==> config.mk <==
export PLATFORM = sky130hd
export DESIGN_NAME = supply_fault_supervisor
export DESIGN_NICKNAME = d
export VERILOG_FILES = /design/src/rtl/supply_fault_supervisor.v
export VERILOG_INCLUDE_DIRS = /design/src /design/src/rtl
export SDC_FILE = /design/constraint.sdc
export NUM_CORES = 1
export LEC_CHECK = 0
export BUFFER_PORTS_ARGS = -buffer_cell sky130_fd_sc_hd__buf_2
export CAP_MARGIN = 20
export CORE_MARGIN = 1
export CORE_UTILIZATION = 29
export CTS_CLUSTER_DIAMETER = 40
export CTS_CLUSTER_SIZE = 14
export DETAILED_ROUTE_END_ITERATION = 10
export GPL_ROUTABILITY_DRIVEN = 0
export PLACE_DENSITY = 0.56
export SYNTH_ARGS = -nofsm -noshare
export SYNTH_HDL_FRONTEND = slang
export SYNTH_SLANG_ARGS = --single-unit
==> constraint.sdc <==
create_clock -name i_sys_clk -period 2.1 [get_ports i_sys_clk]
set_input_delay 0.315 -clock i_sys_clk [delete_from_list [all_inputs] [get_ports i_sys_clk]]
set_output_delay 0.315 -clock i_sys_clk [all_outputs]
set_load 0.03 [all_outputs]
==> src/rtl/supply_fault_supervisor_defines.vh <==
`ifndef SUPPLY_FAULT_SUPERVISOR_DEFINES_VH
`define SUPPLY_FAULT_SUPERVISOR_DEFINES_VH
// register offsets (byte addresses, one word each)
`define ADDR_CTRL 4'h0
`define ADDR_STATUS 4'h4
`define ADDR_STATE 4'h8
// control register fields
`define CTRL_CP_EN 0
`define CTRL_OV_REC 1
`define CTRL_SENSE_AMP_DISABLE 2
`define CTRL_RST_HYS 3
`define CTRL_OV_REACT_LO 4
`define CTRL_VREG_EN 6
`define CTRL_RESET 8'h41
// status register fields (write one to clear)
`define ST_LS_UV 0
`define ST_LS_OV 1
`define ST_PS_UV 2
`define ST_PS_OV 3
`define ST_REG_WARN 4
`define ST_REG_UV 5
`define ST_REG_OV 6
`define ST_REG_SC 7
`define ST_REP_UV_FS 8
`define ST_FAILURE 9
`define ST_W 10
// device modes
`define MODE_INIT 3'h0
`define MODE_NORMAL 3'h1
`define MODE_STOP 3'h2
`define MODE_SLEEP 3'h3
`define MODE_RESTART 3'h4
`define MODE_FAILSAFE 3'h5
// timing in microseconds, clock in MHz
`define CLK_MHZ 25
`define UV_FILT_US 10
`define OV_FILT_US 10
`define SC_TIME_US 2000
`define UV_FILT_CYC (`UV_FILT_US * `CLK_MHZ)
`define OV_FILT_CYC (`OV_FILT_US * `CLK_MHZ)
`define SC_TIME_CYC (`SC_TIME_US * `CLK_MHZ)
`define REP_UV_LIMIT 3'h4
`define OV_REACT_FS 2'h3
`endif

==> src/rtl/supply_fault_supervisor.v <==
// Function
// - logic-supply undervoltage watched in init, restart, normal; acts after full filter.
// - logic-supply undervoltage suspends regulator short diagnosis until supply recovers.
// - logic-supply undervoltage sets sticky flag, cleared only by status clear.
// - in stop mode, logic undervoltage watched only on peak load or warning.
// - overvoltage recovery with pump disabled keeps pump and bridge off.
// - recovery mode 0 restarts pump and amp; bridge waits for flag clear.
// - recovery mode 1 restarts all; bridge on once pump voltage is good.
// - mode 0 overvoltage recovery restarts pump only without pump undervoltage.
// - power undervoltage: discharge, stop pump and amp, set sticky flag.
// - power undervoltage recovery restarts pump and amp; bridge waits for clear.
// - power overvoltage watched in init, restart, normal or with pump enabled.
// - power overvoltage: discharge, stop pump and amp, set sticky flag.
// - regulator below prewarning sets only warning flag; none set in sleep.
// - regulator under reset threshold pulls reset low, enters restart, flags after.
// - hysteresis bit releases reset only above the highest rising threshold.
// - consecutive regulator undervoltages counted, paused in normal on low supply.
// - fourth consecutive regulator undervoltage enters fail-safe and sets flag.
// - counter cleared on fail-safe entry, flag clear and soft reset.
// - regulator overvoltage flags while regulator enabled; reaction 11 forces fail-safe.
// - regulator short detection only while logic supply above undervoltage threshold.
// - regulator short timeout sets flags, turns regulator off, enters fail-safe.
//
// Our own choices: the register offsets and the Avalon-MM interface to the registers.
`timescale 1ns/10ps
`default_nettype none
`include "supply_fault_supervisor_defines.vh"
module supply_fault_supervisor #(
  parameter HB_N = 3,
  parameter CCP_CYC = 15,
  parameter FILT_W = 12,
  parameter SC_CYC = `SC_TIME_CYC
) (
  input wire i_sys_clk,
  input wire i_reset,
  // avalon-mm slave
  input wire [3:0] i_avs_address,
  input wire i_avs_read,
  input wire i_avs_write,
  input wire [31:0] i_avs_writedata,
  input wire [3:0] i_avs_byteenable,
  output reg [31:0] o_avs_readdata,
  output wire o_avs_waitrequest,
  output reg [1:0] o_avs_response,
  // comparator inputs
  input wire i_logic_supply_uv,
  input wire i_logic_supply_ov,
  input wire i_power_supply_uv,
  input wire i_power_supply_ov,
  input wire i_regulator_warn,
  input wire i_regulator_below_reset,
  input wire i_regulator_above_top,
  input wire i_regulator_ov,
  input wire i_load_peak_threshold,
  input wire i_pump_voltage_ok,
  input wire i_charge_pump_under_flag,
  input wire [2*HB_N-1:0] i_half_bridge_mode,
  input wire [2:0] i_mode,
  input wire i_soft_reset,
  input wire i_reset_released,
  // actuator outputs
  output reg o_reset_output_n,
  output reg o_charge_pump_on,
  output reg o_passive_discharge,
  output reg o_sense_amp_on,
  output reg o_bridge_enable,
  output reg [HB_N-1:0] o_active_discharge,
  output reg o_regulator_on,
  output reg o_fail_output,
  output reg o_req_restart,
  output reg o_req_failsafe,
  output reg [1:0] o_regulator_over_event
);

////////////////////////////////////////////////////////////////////////
// comparator sync and filters
localparam NCMP = 4;
wire [NCMP-1:0] cmp_raw;
wire [NCMP-1:0] cmp_en;
wire [NCMP-1:0] cmp_filt;
reg [NCMP-1:0] sync1_ff;
reg [NCMP-1:0] sync2_ff;
wire in_active_mode;
reg [7:0] ctrl_ff;
reg [`ST_W-1:0] status_ff;

assign in_active_mode = (i_mode == `MODE_INIT) ||
  (i_mode == `MODE_RESTART) || (i_mode == `MODE_NORMAL);
assign cmp_raw = {i_power_supply_ov, i_power_supply_uv,
  i_logic_supply_ov, i_logic_supply_uv};
// stop mode saves current, so logic undervoltage watch needs a reason
assign cmp_en[0] = in_active_mode || ((i_mode == `MODE_STOP) &&
  (i_load_peak_threshold || i_regulator_warn));
assign cmp_en[1] = in_active_mode;
assign cmp_en[2] = in_active_mode;
assign cmp_en[3] = in_active_mode || ctrl_ff[`CTRL_CP_EN];

// two-flop synchroniser, first stage read only by second
always @(posedge i_sys_clk) begin
  if (i_reset) begin
    sync1_ff <= 4'h0;
    sync2_ff <= 4'h0;
  end else begin
    sync1_ff <= cmp_raw;
    sync2_ff <= sync1_ff;
  end
end

genvar g;
generate
  for (g = 0; g < NCMP; g = g + 1) begin : g_filt
    localparam [FILT_W-1:0] LIM = (g == 1 || g == 3) ?
      `OV_FILT_CYC : `UV_FILT_CYC;
    reg [FILT_W-1:0] cnt_ff;
    // counter restarts whenever comparator drops or watch is off
    always @(posedge i_sys_clk) begin
      if (i_reset || !sync2_ff[g] || !cmp_en[g]) begin
        cnt_ff <= {FILT_W{1'b0}};
      end else if (cnt_ff != LIM) begin
        cnt_ff <= cnt_ff + 1'b1;
      end
    end
    assign cmp_filt[g] = (cnt_ff == LIM);
  end
endgenerate

////////////////////////////////////////////////////////////////////////
// bridge shutdown sequence
localparam SEQ_IDLE = 2'h0;
localparam SEQ_DISCH = 2'h1;
localparam SEQ_OFF = 2'h2;
reg [1:0] seq_ff;
reg [1:0] nxt_seq;
reg [7:0] ccp_cnt_ff;
reg [HB_N-1:0] hb_active;
wire fault_any;
wire fault_rise;
reg fault_d_ff;
wire ov_any;
wire ls_ov_fault, ps_uv_fault, ps_ov_fault;
reg was_ov_ff;

assign ls_ov_fault = cmp_filt[1];
assign ps_uv_fault = cmp_filt[2];
assign ps_ov_fault = cmp_filt[3];
assign ov_any = ls_ov_fault || ps_ov_fault;
assign fault_any = ov_any || ps_uv_fault;
assign fault_rise = fault_any && !fault_d_ff;

integer k;
always @* begin
  for (k = 0; k < HB_N; k = k + 1) begin
    hb_active[k] = i_half_bridge_mode[2*k] ^ i_half_bridge_mode[2*k+1];
  end
end

// next state of shutdown sequence
always @* begin
  nxt_seq = seq_ff;
  case (seq_ff)
    SEQ_IDLE: begin
      if (fault_rise) begin
        nxt_seq = SEQ_DISCH;
      end
    end
    SEQ_DISCH: begin
      if (ccp_cnt_ff == CCP_CYC[7:0]) begin
        nxt_seq = SEQ_OFF;
      end
    end
    SEQ_OFF: begin
      if (!fault_any) begin
        nxt_seq = SEQ_IDLE;
      end
    end
    default: nxt_seq = SEQ_IDLE;
  endcase
end

always @(posedge i_sys_clk) begin
  if (i_reset) begin
    seq_ff <= SEQ_IDLE;
    ccp_cnt_ff <= 8'h00;
    fault_d_ff <= 1'b0;
    was_ov_ff <= 1'b0;
  end else begin
    seq_ff <= nxt_seq;
    fault_d_ff <= fault_any;
    if (seq_ff == SEQ_DISCH) begin
      ccp_cnt_ff <= ccp_cnt_ff + 8'h01;
    end else begin
      ccp_cnt_ff <= 8'h00;
    end
    if (seq_ff == SEQ_IDLE && fault_rise) begin
      was_ov_ff <= ov_any;
    end
  end
end

////////////////////////////////////////////////////////////////////////
// recovery and actuator control
wire ov_flags;
wire bridge_allow;
wire pump_allow;
wire csa_allow;
assign ov_flags = status_ff[`ST_LS_OV] || status_ff[`ST_PS_OV];
// pump restarts only when enabled, mode 0 after overvoltage also needs no pump undervoltage flag
assign pump_allow = ctrl_ff[`CTRL_CP_EN] && (ctrl_ff[`CTRL_OV_REC] ||
  !was_ov_ff || !i_charge_pump_under_flag);
assign csa_allow = ctrl_ff[`CTRL_CP_EN] && !ctrl_ff[`CTRL_SENSE_AMP_DISABLE];
// mode 1 ignores overvoltage flags once pump voltage is good
assign bridge_allow = ctrl_ff[`CTRL_CP_EN] && i_pump_voltage_ok &&
  !status_ff[`ST_PS_UV] &&
  (ctrl_ff[`CTRL_OV_REC] || !ov_flags);

always @(posedge i_sys_clk) begin
  if (i_reset) begin
    o_active_discharge <= {HB_N{1'b0}};
    o_charge_pump_on <= 1'b0;
    o_passive_discharge <= 1'b1;
    o_sense_amp_on <= 1'b0;
    o_bridge_enable <= 1'b0;
  end else begin
    if (seq_ff == SEQ_DISCH) begin
      o_active_discharge <= hb_active;
    end else begin
      o_active_discharge <= {HB_N{1'b0}};
    end
    if (seq_ff != SEQ_IDLE || fault_rise) begin
      o_bridge_enable <= 1'b0;
      if (seq_ff == SEQ_OFF) begin
        o_charge_pump_on <= 1'b0;
        o_passive_discharge <= 1'b1;
        if (ps_uv_fault || ps_ov_fault) begin
          o_sense_amp_on <= 1'b0;
        end
      end
    end else begin
      o_charge_pump_on <= pump_allow;
      o_passive_discharge <= !pump_allow;
      o_sense_amp_on <= csa_allow;
      o_bridge_enable <= bridge_allow;
    end
  end
end

////////////////////////////////////////////////////////////////////////
// regulator supervision: reset, counter, overvoltage, short circuit
localparam [31:0] SC_W = SC_CYC;
reg under_ff;
reg [2:0] rep_cnt_ff;
reg [22:0] sc_cnt_ff;
reg pend_uv_ff;
reg reg_ov_d_ff;
wire reg_ok;
wire sc_enable;
wire in_sleep;
wire uv_fs_hit;
wire sc_hit;
wire ov_fs_hit;
wire [`ST_W-1:0] set_vec;
wire [`ST_W-1:0] clr_vec;
wire st_wr;
wire uv_flag_clear;
wire count_active;

assign in_sleep = (i_mode == `MODE_SLEEP);
// hysteresis bit holds reset until top rising threshold
assign reg_ok = ctrl_ff[`CTRL_RST_HYS] ?
  i_regulator_above_top : !i_regulator_below_reset;
// short diagnosis suspended while logic undervoltage is filtered
assign sc_enable = ctrl_ff[`CTRL_VREG_EN] && !cmp_filt[0];
assign sc_hit = sc_enable && !reg_ok &&
  (sc_cnt_ff == SC_W[22:0]);
assign count_active = (i_mode == `MODE_INIT) ||
  (i_mode == `MODE_STOP) ||
  ((i_mode == `MODE_NORMAL) && !sync2_ff[2]);
assign uv_fs_hit = !reg_ok && !under_ff && count_active &&
  ctrl_ff[`CTRL_VREG_EN] && (rep_cnt_ff == `REP_UV_LIMIT - 3'h1);
assign ov_fs_hit = ctrl_ff[`CTRL_VREG_EN] && i_regulator_ov &&
  !reg_ov_d_ff && (ctrl_ff[5:4] == `OV_REACT_FS);
assign st_wr = i_avs_write && (i_avs_address == `ADDR_STATUS);
assign clr_vec = st_wr ? i_avs_writedata[`ST_W-1:0] : {`ST_W{1'b0}};
assign uv_flag_clear = clr_vec[`ST_REG_UV];

assign set_vec[`ST_LS_UV] = cmp_filt[0];
assign set_vec[`ST_LS_OV] = ls_ov_fault && seq_ff == SEQ_OFF;
assign set_vec[`ST_PS_UV] = ps_uv_fault && seq_ff == SEQ_OFF;
assign set_vec[`ST_PS_OV] = ps_ov_fault && seq_ff == SEQ_OFF;
assign set_vec[`ST_REG_WARN] = ctrl_ff[`CTRL_VREG_EN] && !in_sleep &&
  i_regulator_warn;
assign set_vec[`ST_REG_UV] = pend_uv_ff && i_reset_released && reg_ok &&
  !in_sleep;
assign set_vec[`ST_REG_OV] = ctrl_ff[`CTRL_VREG_EN] && i_regulator_ov &&
  !reg_ov_d_ff;
assign set_vec[`ST_REG_SC] = sc_hit;
assign set_vec[`ST_REP_UV_FS] = uv_fs_hit;
assign set_vec[`ST_FAILURE] = sc_hit;

// sticky flags, hardware set wins over a same-cycle clear
always @(posedge i_sys_clk) begin
  if (i_reset) begin
    status_ff <= {`ST_W{1'b0}};
  end else begin
    status_ff <= (status_ff & ~clr_vec) | set_vec;
  end
end

always @(posedge i_sys_clk) begin
  if (i_reset) begin
    o_reset_output_n <= 1'b0;
    under_ff <= 1'b0;
    rep_cnt_ff <= 3'h0;
    sc_cnt_ff <= 23'h0;
    pend_uv_ff <= 1'b0;
    reg_ov_d_ff <= 1'b0;
    o_regulator_on <= 1'b1;
    o_fail_output <= 1'b0;
    o_req_restart <= 1'b0;
    o_req_failsafe <= 1'b0;
    o_regulator_over_event <= 2'h0;
  end else begin
    reg_ov_d_ff <= i_regulator_ov;
    o_req_restart <= 1'b0;
    o_req_failsafe <= uv_fs_hit || sc_hit || ov_fs_hit;
    if (ctrl_ff[`CTRL_VREG_EN] && i_regulator_ov && !reg_ov_d_ff) begin
      o_regulator_over_event <= ctrl_ff[5:4];
    end
    // reset output follows regulator threshold with chosen hysteresis
    if (ctrl_ff[`CTRL_VREG_EN] && !in_sleep && i_regulator_below_reset &&
        o_reset_output_n) begin
      o_reset_output_n <= 1'b0;
      o_req_restart <= 1'b1;
      pend_uv_ff <= 1'b1;
    end else if (!o_reset_output_n && reg_ok && i_reset_released) begin
      o_reset_output_n <= 1'b1;
    end
    if (set_vec[`ST_REG_UV]) begin
      pend_uv_ff <= 1'b0;
    end
    // event counter, one count per falling crossing
    under_ff <= !reg_ok;
    if (uv_fs_hit || sc_hit || ov_fs_hit || uv_flag_clear ||
        i_soft_reset) begin
      rep_cnt_ff <= 3'h0;
    end else if (!reg_ok && !under_ff && count_active &&
        ctrl_ff[`CTRL_VREG_EN]) begin
      rep_cnt_ff <= rep_cnt_ff + 3'h1;
    end
    // short circuit timer counts while regulator stays below threshold
    if (!sc_enable || reg_ok) begin
      sc_cnt_ff <= 23'h0;
    end else if (sc_cnt_ff != SC_W[22:0]) begin
      sc_cnt_ff <= sc_cnt_ff + 23'h1;
    end
    if (sc_hit) begin
      o_regulator_on <= 1'b0;
      o_fail_output <= 1'b1;
    end else if (ctrl_ff[`CTRL_VREG_EN] && !o_regulator_on &&
        i_mode != `MODE_FAILSAFE) begin
      o_regulator_on <= 1'b1; // wake-up restarts the regulator
      o_fail_output <= 1'b0;
    end
  end
end

////////////////////////////////////////////////////////////////////////
// avalon-mm slave: writes take no wait, reads one to load the data flops
reg rd_ack_ff;
assign o_avs_waitrequest = i_avs_read && !rd_ack_ff;

// control register, byte-lane qualified
always @(posedge i_sys_clk) begin
  if (i_reset) begin
    ctrl_ff <= `CTRL_RESET;
  end else if (i_avs_write && i_avs_address == `ADDR_CTRL &&
      i_avs_byteenable[0]) begin
    ctrl_ff <= i_avs_writedata[7:0];
  end
end

// read data loaded in the wait cycle, standing at the accepting edge
always @(posedge i_sys_clk) begin
  rd_ack_ff <= i_avs_read && !rd_ack_ff && !i_reset;
  o_avs_response <= 2'h0;
  case (i_avs_address)
    `ADDR_CTRL: o_avs_readdata <= {24'h0, ctrl_ff};
    `ADDR_STATUS: o_avs_readdata <= {{(32-`ST_W){1'b0}}, status_ff};
    `ADDR_STATE: o_avs_readdata <= {20'h0, rep_cnt_ff, seq_ff,
      o_reset_output_n, o_regulator_on, o_bridge_enable,
      o_charge_pump_on, o_sense_amp_on, o_fail_output, o_passive_discharge};
    default: begin
      o_avs_readdata <= 32'h0;
      o_avs_response <= i_avs_read ? 2'h2 : 2'h0;
    end
  endcase
end

endmodule // supply_fault_supervisor
`default_nettype wire

==> results of run 1 <==
worst paths after layout:
path                                     from                          endpoint  slack, ps  cells past startpoint
max          g_filt[1].cnt_ff[0]$_SDFFE_PP0P_  o_passive_discharge$_SDFFE_PP1P_        -10                      7
min                         i_logic_supply_uv            sync1_ff[0]$_SDFF_PP0_        110                      2
max reg2reg  g_filt[1].cnt_ff[0]$_SDFFE_PP0P_  o_passive_discharge$_SDFFE_PP1P_        -10                      7
min reg2reg            sync1_ff[1]$_SDFF_PP0_            sync2_ff[1]$_SDFF_PP0_        430                      1
kinds of logic after synthesis:
family | Yosys count
other | 1
adders and majority gates | 13
buffers and inverters | 59
xor gates and xnor gates | 67
DFF | 143
and+or+nand+nor | 332
muxes | 21
AOI/OAI and AO/OA | 67
final cells by class:
class	count	area share [%]
flip-flops and latches	143	37.68
clock inverters	6	0.4609
multi-input cells	521	40.95
repair buffers	112	9.037
inverters	17	0.8395
diodes	1	0.03292
well taps	275	4.527
clock buffers	24	6.469
synth_stat cells (4+ instances only):
library cell,number,area [sq um]
a211oi_1,5,37.54
a21oi_1,35,175.2
and3_1,12,75.07
buf_2,7,35.03
buf_4,22,165.2
clkbuf_1,10,37.54
dfxtp_1,143,2863
ha_1,13,162.7
inv_1,17,63.81
mux2i_1,19,190.2
nand2_1,48,180.2
nand2b_1,10,62.56
nand3_1,31,155.2
nand3b_1,8,60.06
nand4_1,12,75.07
nor2_1,136,510.5
nor2b_1,23,143.9
nor3_1,10,50.05
nor4_1,6,37.54
nor4b_1,4,35.03
o21ai_0,10,50.05
or2_2,4,25.02
or3_1,8,50.05
xnor2_1,36,315.3
xor2_1,31,271.5
flip-flops by register name, indices dropped and copies added, names as in the netlist, 2 cells and up:
name                    cells
seq_ff                      2
sync2_ff                    4
g_filt.cnt_ff              48
status_ff                  10
o_active_discharge          3
rep_cnt_ff                  3
sync1_ff                    4
ctrl_ff                     8
sc_cnt_ff                  23
o_regulator_over_event      2
o_avs_readdata             12
ccp_cnt_ff                  8
critical path, stage by stage, from the launching register on:
cell and delay, ps:
dfxtp_2 310, inv_1 50, ha_1 130, or4b_1 420, or4_4 450, a31oi_4 160, or3_4 180, mux2_4 290
power groups by stage:
stage / logic [mW] / clock network, mW / registers [mW]
CTS: 0.306 / 2.77 / 2.76
finish: 0.304 / 2.67 / 2.76
global route: 0.332 / 2.90 / 2.76
global placement: 0.303 / 0 / 2.82
floorplan: 0.196 / 0 / 2.84
detailed placement: 0.305 / 0 / 2.82
layout by cell type (no fill, tap or decap), drive strengths merged, types with 17 or more instances in the layout:
cell type and n:
mux2i 19, xnor2 36, nand2 48, dfxtp 143
nor2 136, conb 21, inv 17, xor2 31
buf 112, clkbuf 24, a21oi 35, nand3 31
nor2b 23
per-layer routing:
| metal | vias up | track usage (%) |
|---|---|---|
| met4 | 0 | 4.536 |
| met2 | 83 | 19.46 |
| met5 | - | 0 |
| met3 | 14 | 3.466 |
| met1 | 2254 | 17.04 |
| li1 | 2540 | - |
metrics by stage:
stage	area (sq um)	worst slack, ps
5_1_grt	7599	-74.40
2_1_floorplan	6295	-110.2
3_3_place_gp	7052	-83.15
6_report	7601	-14.08
4_1_cts	7591	-1.270
3_5_place_dp	7052	-99.11
==> impl_summary.log, run 1 <==
INFO  metric tritoncts_buffers = 17
INFO  metric syn_area = just over 6000 sq um
INFO  metric cts_max_level = 4
INFO  metric failed_checks = setup timing
INFO  metric critical_path.startpoint_type = flip-flop
INFO  metric synthMuxAreaShare = 3.545%
INFO  metric setup_ws = -14.08 ps
INFO  metric achievable_clock_frequency = 0.4730 GHz
INFO  metric number_of_global_route_vias_before_repair = between 4000 and 5000
INFO  metric wire_length_on_met1 = 6887 um
INFO  metric grt_max_degree = 24
INFO  metric met3WireLength = 525 um
INFO  metric syn_avg_cell_area = 8.837 sq um
INFO  metric tritoncts_clock_tree = yes
INFO  metric synth-adder-area-share = 2.618%
INFO  metric hold-worst-slack = 108.6 ps
INFO  metric combinationalPowerShare = between 5 and 6%
INFO  metric worst-endpoint-arrival = 2400 ps
INFO  metric relSlewSlack = 58.54%
INFO  metric place_hpwl = 9890 um
INFO  metric postCtsSetupRepairBufs = 0
INFO  metric utilization = a little over a third
INFO  metric p_total = around 5.7 mW
INFO  metric grt_pass1_wl = 22060 um
INFO  metric drt-wirelength-per-cell = around 12 um
INFO  metric drive_gt1_share = 18.83%
INFO  metric global_route_total_usage_across_every_layer = 12.71%
INFO  metric clockBufferDepth = 2
INFO  metric final.min_clock_period = 2114 ps
INFO  metric port_buffers = between 60 and 70
INFO  metric cts_root_buffer = clkbuf_16
INFO  metric synth.ff_latch_count = 143
INFO  metric clock-skew-final = around 14 ps
INFO  metric run_status = finished with violations
INFO  metric cp_max_fo = 4
INFO  metric min_period_over_period = 100.7%
INFO  metric syn_inst = 703
INFO  metric synth-main-ff-cell = dfxtp_1
INFO  metric cellLeakagePower = 2.939 nW
INFO  metric met2_wirelength = 5639 um
INFO  metric rsz0062_at_grt = true
INFO  metric dieWidth = between 100 and 150 um
INFO  metric antenna_violations_before_repair = 1
INFO  metric hold_viol_final = 0
INFO  metric synth-async-reset-ratio = 0%
INFO  metric io_pins = 115
INFO  metric max_slew.worst_pin.slew = ~620 ps
INFO  metric worst_skew_pair.late_latency = slightly above 400 ps
INFO  metric drt.antenna.violating_nets = 0
INFO  metric timing.critical_path.required = ~2400 ps
INFO  metric synth_xor_area_share = a little under a tenth
INFO  metric netlist-cell-type-count = 53
INFO  metric vias = 4891
INFO  metric synth-simple-area-share = approximately a quarter
INFO  metric multi_input_comb_area = 3113 sq um
INFO  metric seq_area_frac_synth = between 40% and 50%
INFO  metric power_report.internal_total = between 4 and 5 mW
INFO  metric vias_per_cell = 4.450
INFO  metric place_inst = around 1100
INFO  metric setup_viol = 3
INFO  metric cp-end-kind = flip-flop
INFO  metric worstHoldPathType = in -> reg
INFO  metric die-area = 22010 sq um
INFO  metric grt_overflow_total = 0
INFO  metric final_nets = 891
INFO  metric net_switching_power = 1.272 mW
INFO  metric floorplan.die.height = 148.4 um
INFO  metric initial_utilization = 29.55%
INFO  metric cap_viol_max_count = 0
INFO  metric final_max_slew_viol_count = 0
INFO  metric maxUsedRoutingLayer = met4
INFO  metric clock_power_share = between 40 and 50%
INFO  metric worst-setup-path-type = reg -> reg
INFO  metric synth-edff-count = 0
INFO  metric postCtsResizedCells = 3
INFO  metric tns = -37.29 ps
INFO  metric drc = 0
INFO  metric flow.area_growth_from_synthesis = 22.36%
INFO  metric power.sequential.fraction = 48.2%
INFO  metric ir_drop = about 0.5 mV
INFO  metric first_iter_violations = approximately 190
INFO  metric clock_sinks = 143
INFO  metric register_area = 2864 sq um
INFO  metric firstDrtPassIters = 6
INFO  metric clk_pin_slew = 50 ps
INFO  metric synth_top_family_by_area = simple AND/OR/NAND/NOR gates
INFO  metric detail_route.wirelength = 13290 um
INFO  metric synth_compound_gate_area_share = 6.586%
INFO  metric std_cell_rows = 53
INFO  metric power.switching_fraction = 22.18%
INFO  metric post_layout_nonfiller_instances = 1099
INFO  metric cellPowerDensity = 754.4 nW/um^2
INFO  metric cts_hold_buf = 0
INFO  metric floorplan.core_area = between 20000 and 25000 sq um
INFO  metric fillers = 2207
INFO  metric yosysWarnings = 0
Note: power is estimated with default switching activity, not from simulation.
==> inputs of run 2 (changes only) <==
--- a/config.mk
+++ b/config.mk
@@ -8,6 +8,7 @@
 export LEC_CHECK = 0
 export BUFFER_PORTS_ARGS = -buffer_cell sky130_fd_sc_hd__buf_2
 export CAP_MARGIN = 20
+export CORE_ASPECT_RATIO = 0.9
 export CORE_MARGIN = 1
 export CORE_UTILIZATION = 29
 export CTS_CLUSTER_DIAMETER = 40
==> run 2 against run 1 <==
  * The flow now finishes without violations
  * First-iteration DRC count up 14%
  * Die area is essentially flat
  * Count of clock-buffer cells in the layout decreased by 2
  * Clock power is 11% higher
  * Sequential share of layout area is 0.55 points lower
  * Setup slack better by 18 ps
==> impl_summary.log, run 2 (same netlist as run 1, synthesis figures left out) <==
INFO  metric cp_max_fo = 4 (unchanged)
INFO  metric achievable_clock_frequency = 0.4770 GHz (+0.85%)
INFO  metric rsz0062_at_grt = true
INFO  metric first_iter_violations = 211 (+14%)
INFO  metric final.min_clock_period = 2096 ps (-17.72 ps)
INFO  metric biggestRegsByFlops = g_filt.cnt_ff (48), sc_cnt_ff (23), o_avs_readdata (12)
INFO  metric vias_per_cell = 4.356 (-2.1%)
INFO  metric setup_viol = 0 (-3)
INFO  metric relSlewSlack = 64.77% (+6.2 points)
INFO  metric floorplan.core_area = 20900 sq um (-0.60%)
INFO  metric cts_root_buffer = clkbuf_16
INFO  metric cellPowerDensity = 781.8 nW/um^2 (+3.6%)
INFO  metric antenna_violations_before_repair = 0 (-1)
INFO  metric worstHoldPathType = in -> reg
INFO  metric clock-skew-final = 7.311 ps (-6.645 ps)
INFO  metric grt_overflow_total = 0 (unchanged)
INFO  metric worst-setup-path-type = reg -> reg
INFO  metric flow.area_growth_from_synthesis = 24.21%
INFO  metric critical_path.startpoint_type = flip-flop
INFO  metric final_max_slew_viol_count = 0 (unchanged)
INFO  metric critPathLaunch = g_filt[1].cnt_ff[0]$_SDFFE_PP0P_
INFO  metric clockBufferDepth = 2 (unchanged)
INFO  metric firstDrtPassIters = 4 (-2)
INFO  metric final_nets = 894 (+0.34%)
INFO  metric cellLeakagePower = 2.984 nW (+1.6%)
INFO  metric max_slew.worst_pin.slew = 523.6 ps (-97.73 ps)
INFO  metric initial_utilization = 29.73% (+0.18 points)
INFO  metric number_of_global_route_vias_before_repair = 4534 (-0.79%)
INFO  metric drc = 0 (unchanged)
INFO  metric worst-endpoint-arrival = 2390 ps (about the same)
INFO  metric port_buffers = 68 (unchanged)
INFO  metric drt.antenna.violating_nets = 0 (unchanged)
INFO  metric hold_start = i_logic_supply_uv
INFO  metric cts_max_level = 4 (unchanged)
INFO  metric register_ranked_first_by_flip_flop_count = g_filt.cnt_ff
INFO  metric timing.critical_path.required = 2400 ps (about the same)
INFO  metric run_status = completed
INFO  metric floorplan.die.height = 140.9 um (-5.1%)
INFO  metric cp-end-kind = flip-flop
INFO  metric tritoncts_buffers = 17 (unchanged)
INFO  metric cap_viol_max_count = 0 (unchanged)
INFO  metric ff2ff_setup_slack = 4 ps (+20 ps)
INFO  metric detail_route.wirelength = 13330 um (+0.34%)
INFO  metric hold_viol_final = 0 (unchanged)
INFO  metric vias = 4853 (-0.78%)
INFO  metric insertedDiodeCount = 0 (-1)
INFO  metric grt_pass1_wl = 22450 um (+1.8%)
INFO  metric clk_pin_slew = 60 ps (about the same)
INFO  metric postLayoutCellArea = 7716 sq um (+1.5%)
INFO  metric grt_max_degree = 24 (unchanged)
INFO  metric layout.cells.most_common = dfxtp_1
INFO  metric post_dp_cell_area = 7073 sq um (+0.30%)
INFO  metric place_hpwl = 9912 um (+0.22%)
INFO  metric min_period_over_period = 99.83% (-0.84 points)
INFO  metric cts_hold_buf = 0 (unchanged)
INFO  metric mostFrequentLayoutCells = dfxtp_1, nor2_1, buf_2
INFO  metric drive_gt1_share = 19.69% (+0.85 points)
INFO  metric ir_drop = 0.4865 mV (-5.3%)
INFO  metric largest_register_ff_count = 48 (unchanged)
INFO  metric die-area = 22010 sq um (about the same)
INFO  metric drt-wirelength-per-cell = 11.97 um (-1.0%)
INFO  metric worst_skew_pair.late_latency = 410 ps (about the same)
INFO  metric clock_sinks = 143 (unchanged)
INFO  metric dieWidth = 156.3 um (+5.3%)
INFO  metric std_cell_rows = 50 (-5.7%)
INFO  metric io_pins = 115 (unchanged)
INFO  metric tritoncts_clock_tree = yes
INFO  metric tns = 0 ps (+37.29 ps)
INFO  metric timing.rr.start = g_filt[1].cnt_ff[0]$_SDFFE_PP0P_
INFO  metric global_route_total_usage_across_every_layer = 12.97% (+0.26 points)
## run 2: changes by cell type in the layout (fill, tap and decap cells not counted), sizes merged
| cell | change |
|---|---|
| clkbuf | -2 |
| diode | -1 |
| clkinvlp | +1 |
| clkinv | +1 |
| buf | +3 |
| bufinv | +2 |
## run 2: through the flow
step	hold WS [ps]	std cells	worst slack (ps)	power [mW]	utilization, %
after floorplan	413.8	723	-110.2	3.037	-
after global placement	416.7	1080	-88.87	3.128	33.85
after detailed placement	426.8	1080	-91.66	3.128	33.85
after CTS	90.11	1112	-6.664	6.118	36.69
after global routing	114.8	1114	-57.35	6.278	36.93
final	110.6	1114	3.645	6.032	36.93
## run 2: worst max-delay path, cell delays in order, from the launching register on
cell and delay, ps:
dfxtp_2 320, inv_2 60, ha_4 110, or4b_1 410, or4_4 450, a31oi_4 160, or3_4 180, mux2_4 290
## run 2: worst paths after layout
path	to	cells after the start
worst min-delay path	sync1_ff[0]$_SDFF_PP0_	2
worst min register to register	sync2_ff[0]$_SDFF_PP0_	1
worst max-delay path	o_passive_discharge$_SDFFE_PP1P_	7
worst max register to register	o_passive_discharge$_SDFFE_PP1P_	7
## run 2: metal layers
layer | GRT usage [%] | wire, um | up-vias
met4 | 3.096 | 36 | 0
met5 | 0 | 0 | -
met3 | 3.873 | 489 | 4
met2 | 19.20 | 5727 | 80
li1 | - | - | 2549
met1 | 18.28 | 7078 | 2220
## run 2: area by class of cell
cell class	count	area, sq um
tap	286	357.8
inverter	17	63.81
multi-input combinational	521	3122
timing repair buffer	115	721.9
clock inverter	10	111.4
sequential	143	2865
fill	2166	13180
clock buffer	22	474.2
## run 2: what timing repair did
item                       4_1_cts  5_1_grt
pin swaps                        0        4
setup buffers                    0        2
setup endpoints to repair        4       12
resized for setup                2        6
## run 2: power by group
part           total (mW)  internal (mW)  switching [mW]  leakage (nW)
sequential           2.76           2.75          0.0172          1.16
combinational       0.304          0.106           0.199          1.54
clock                2.97           1.84            1.13         0.282
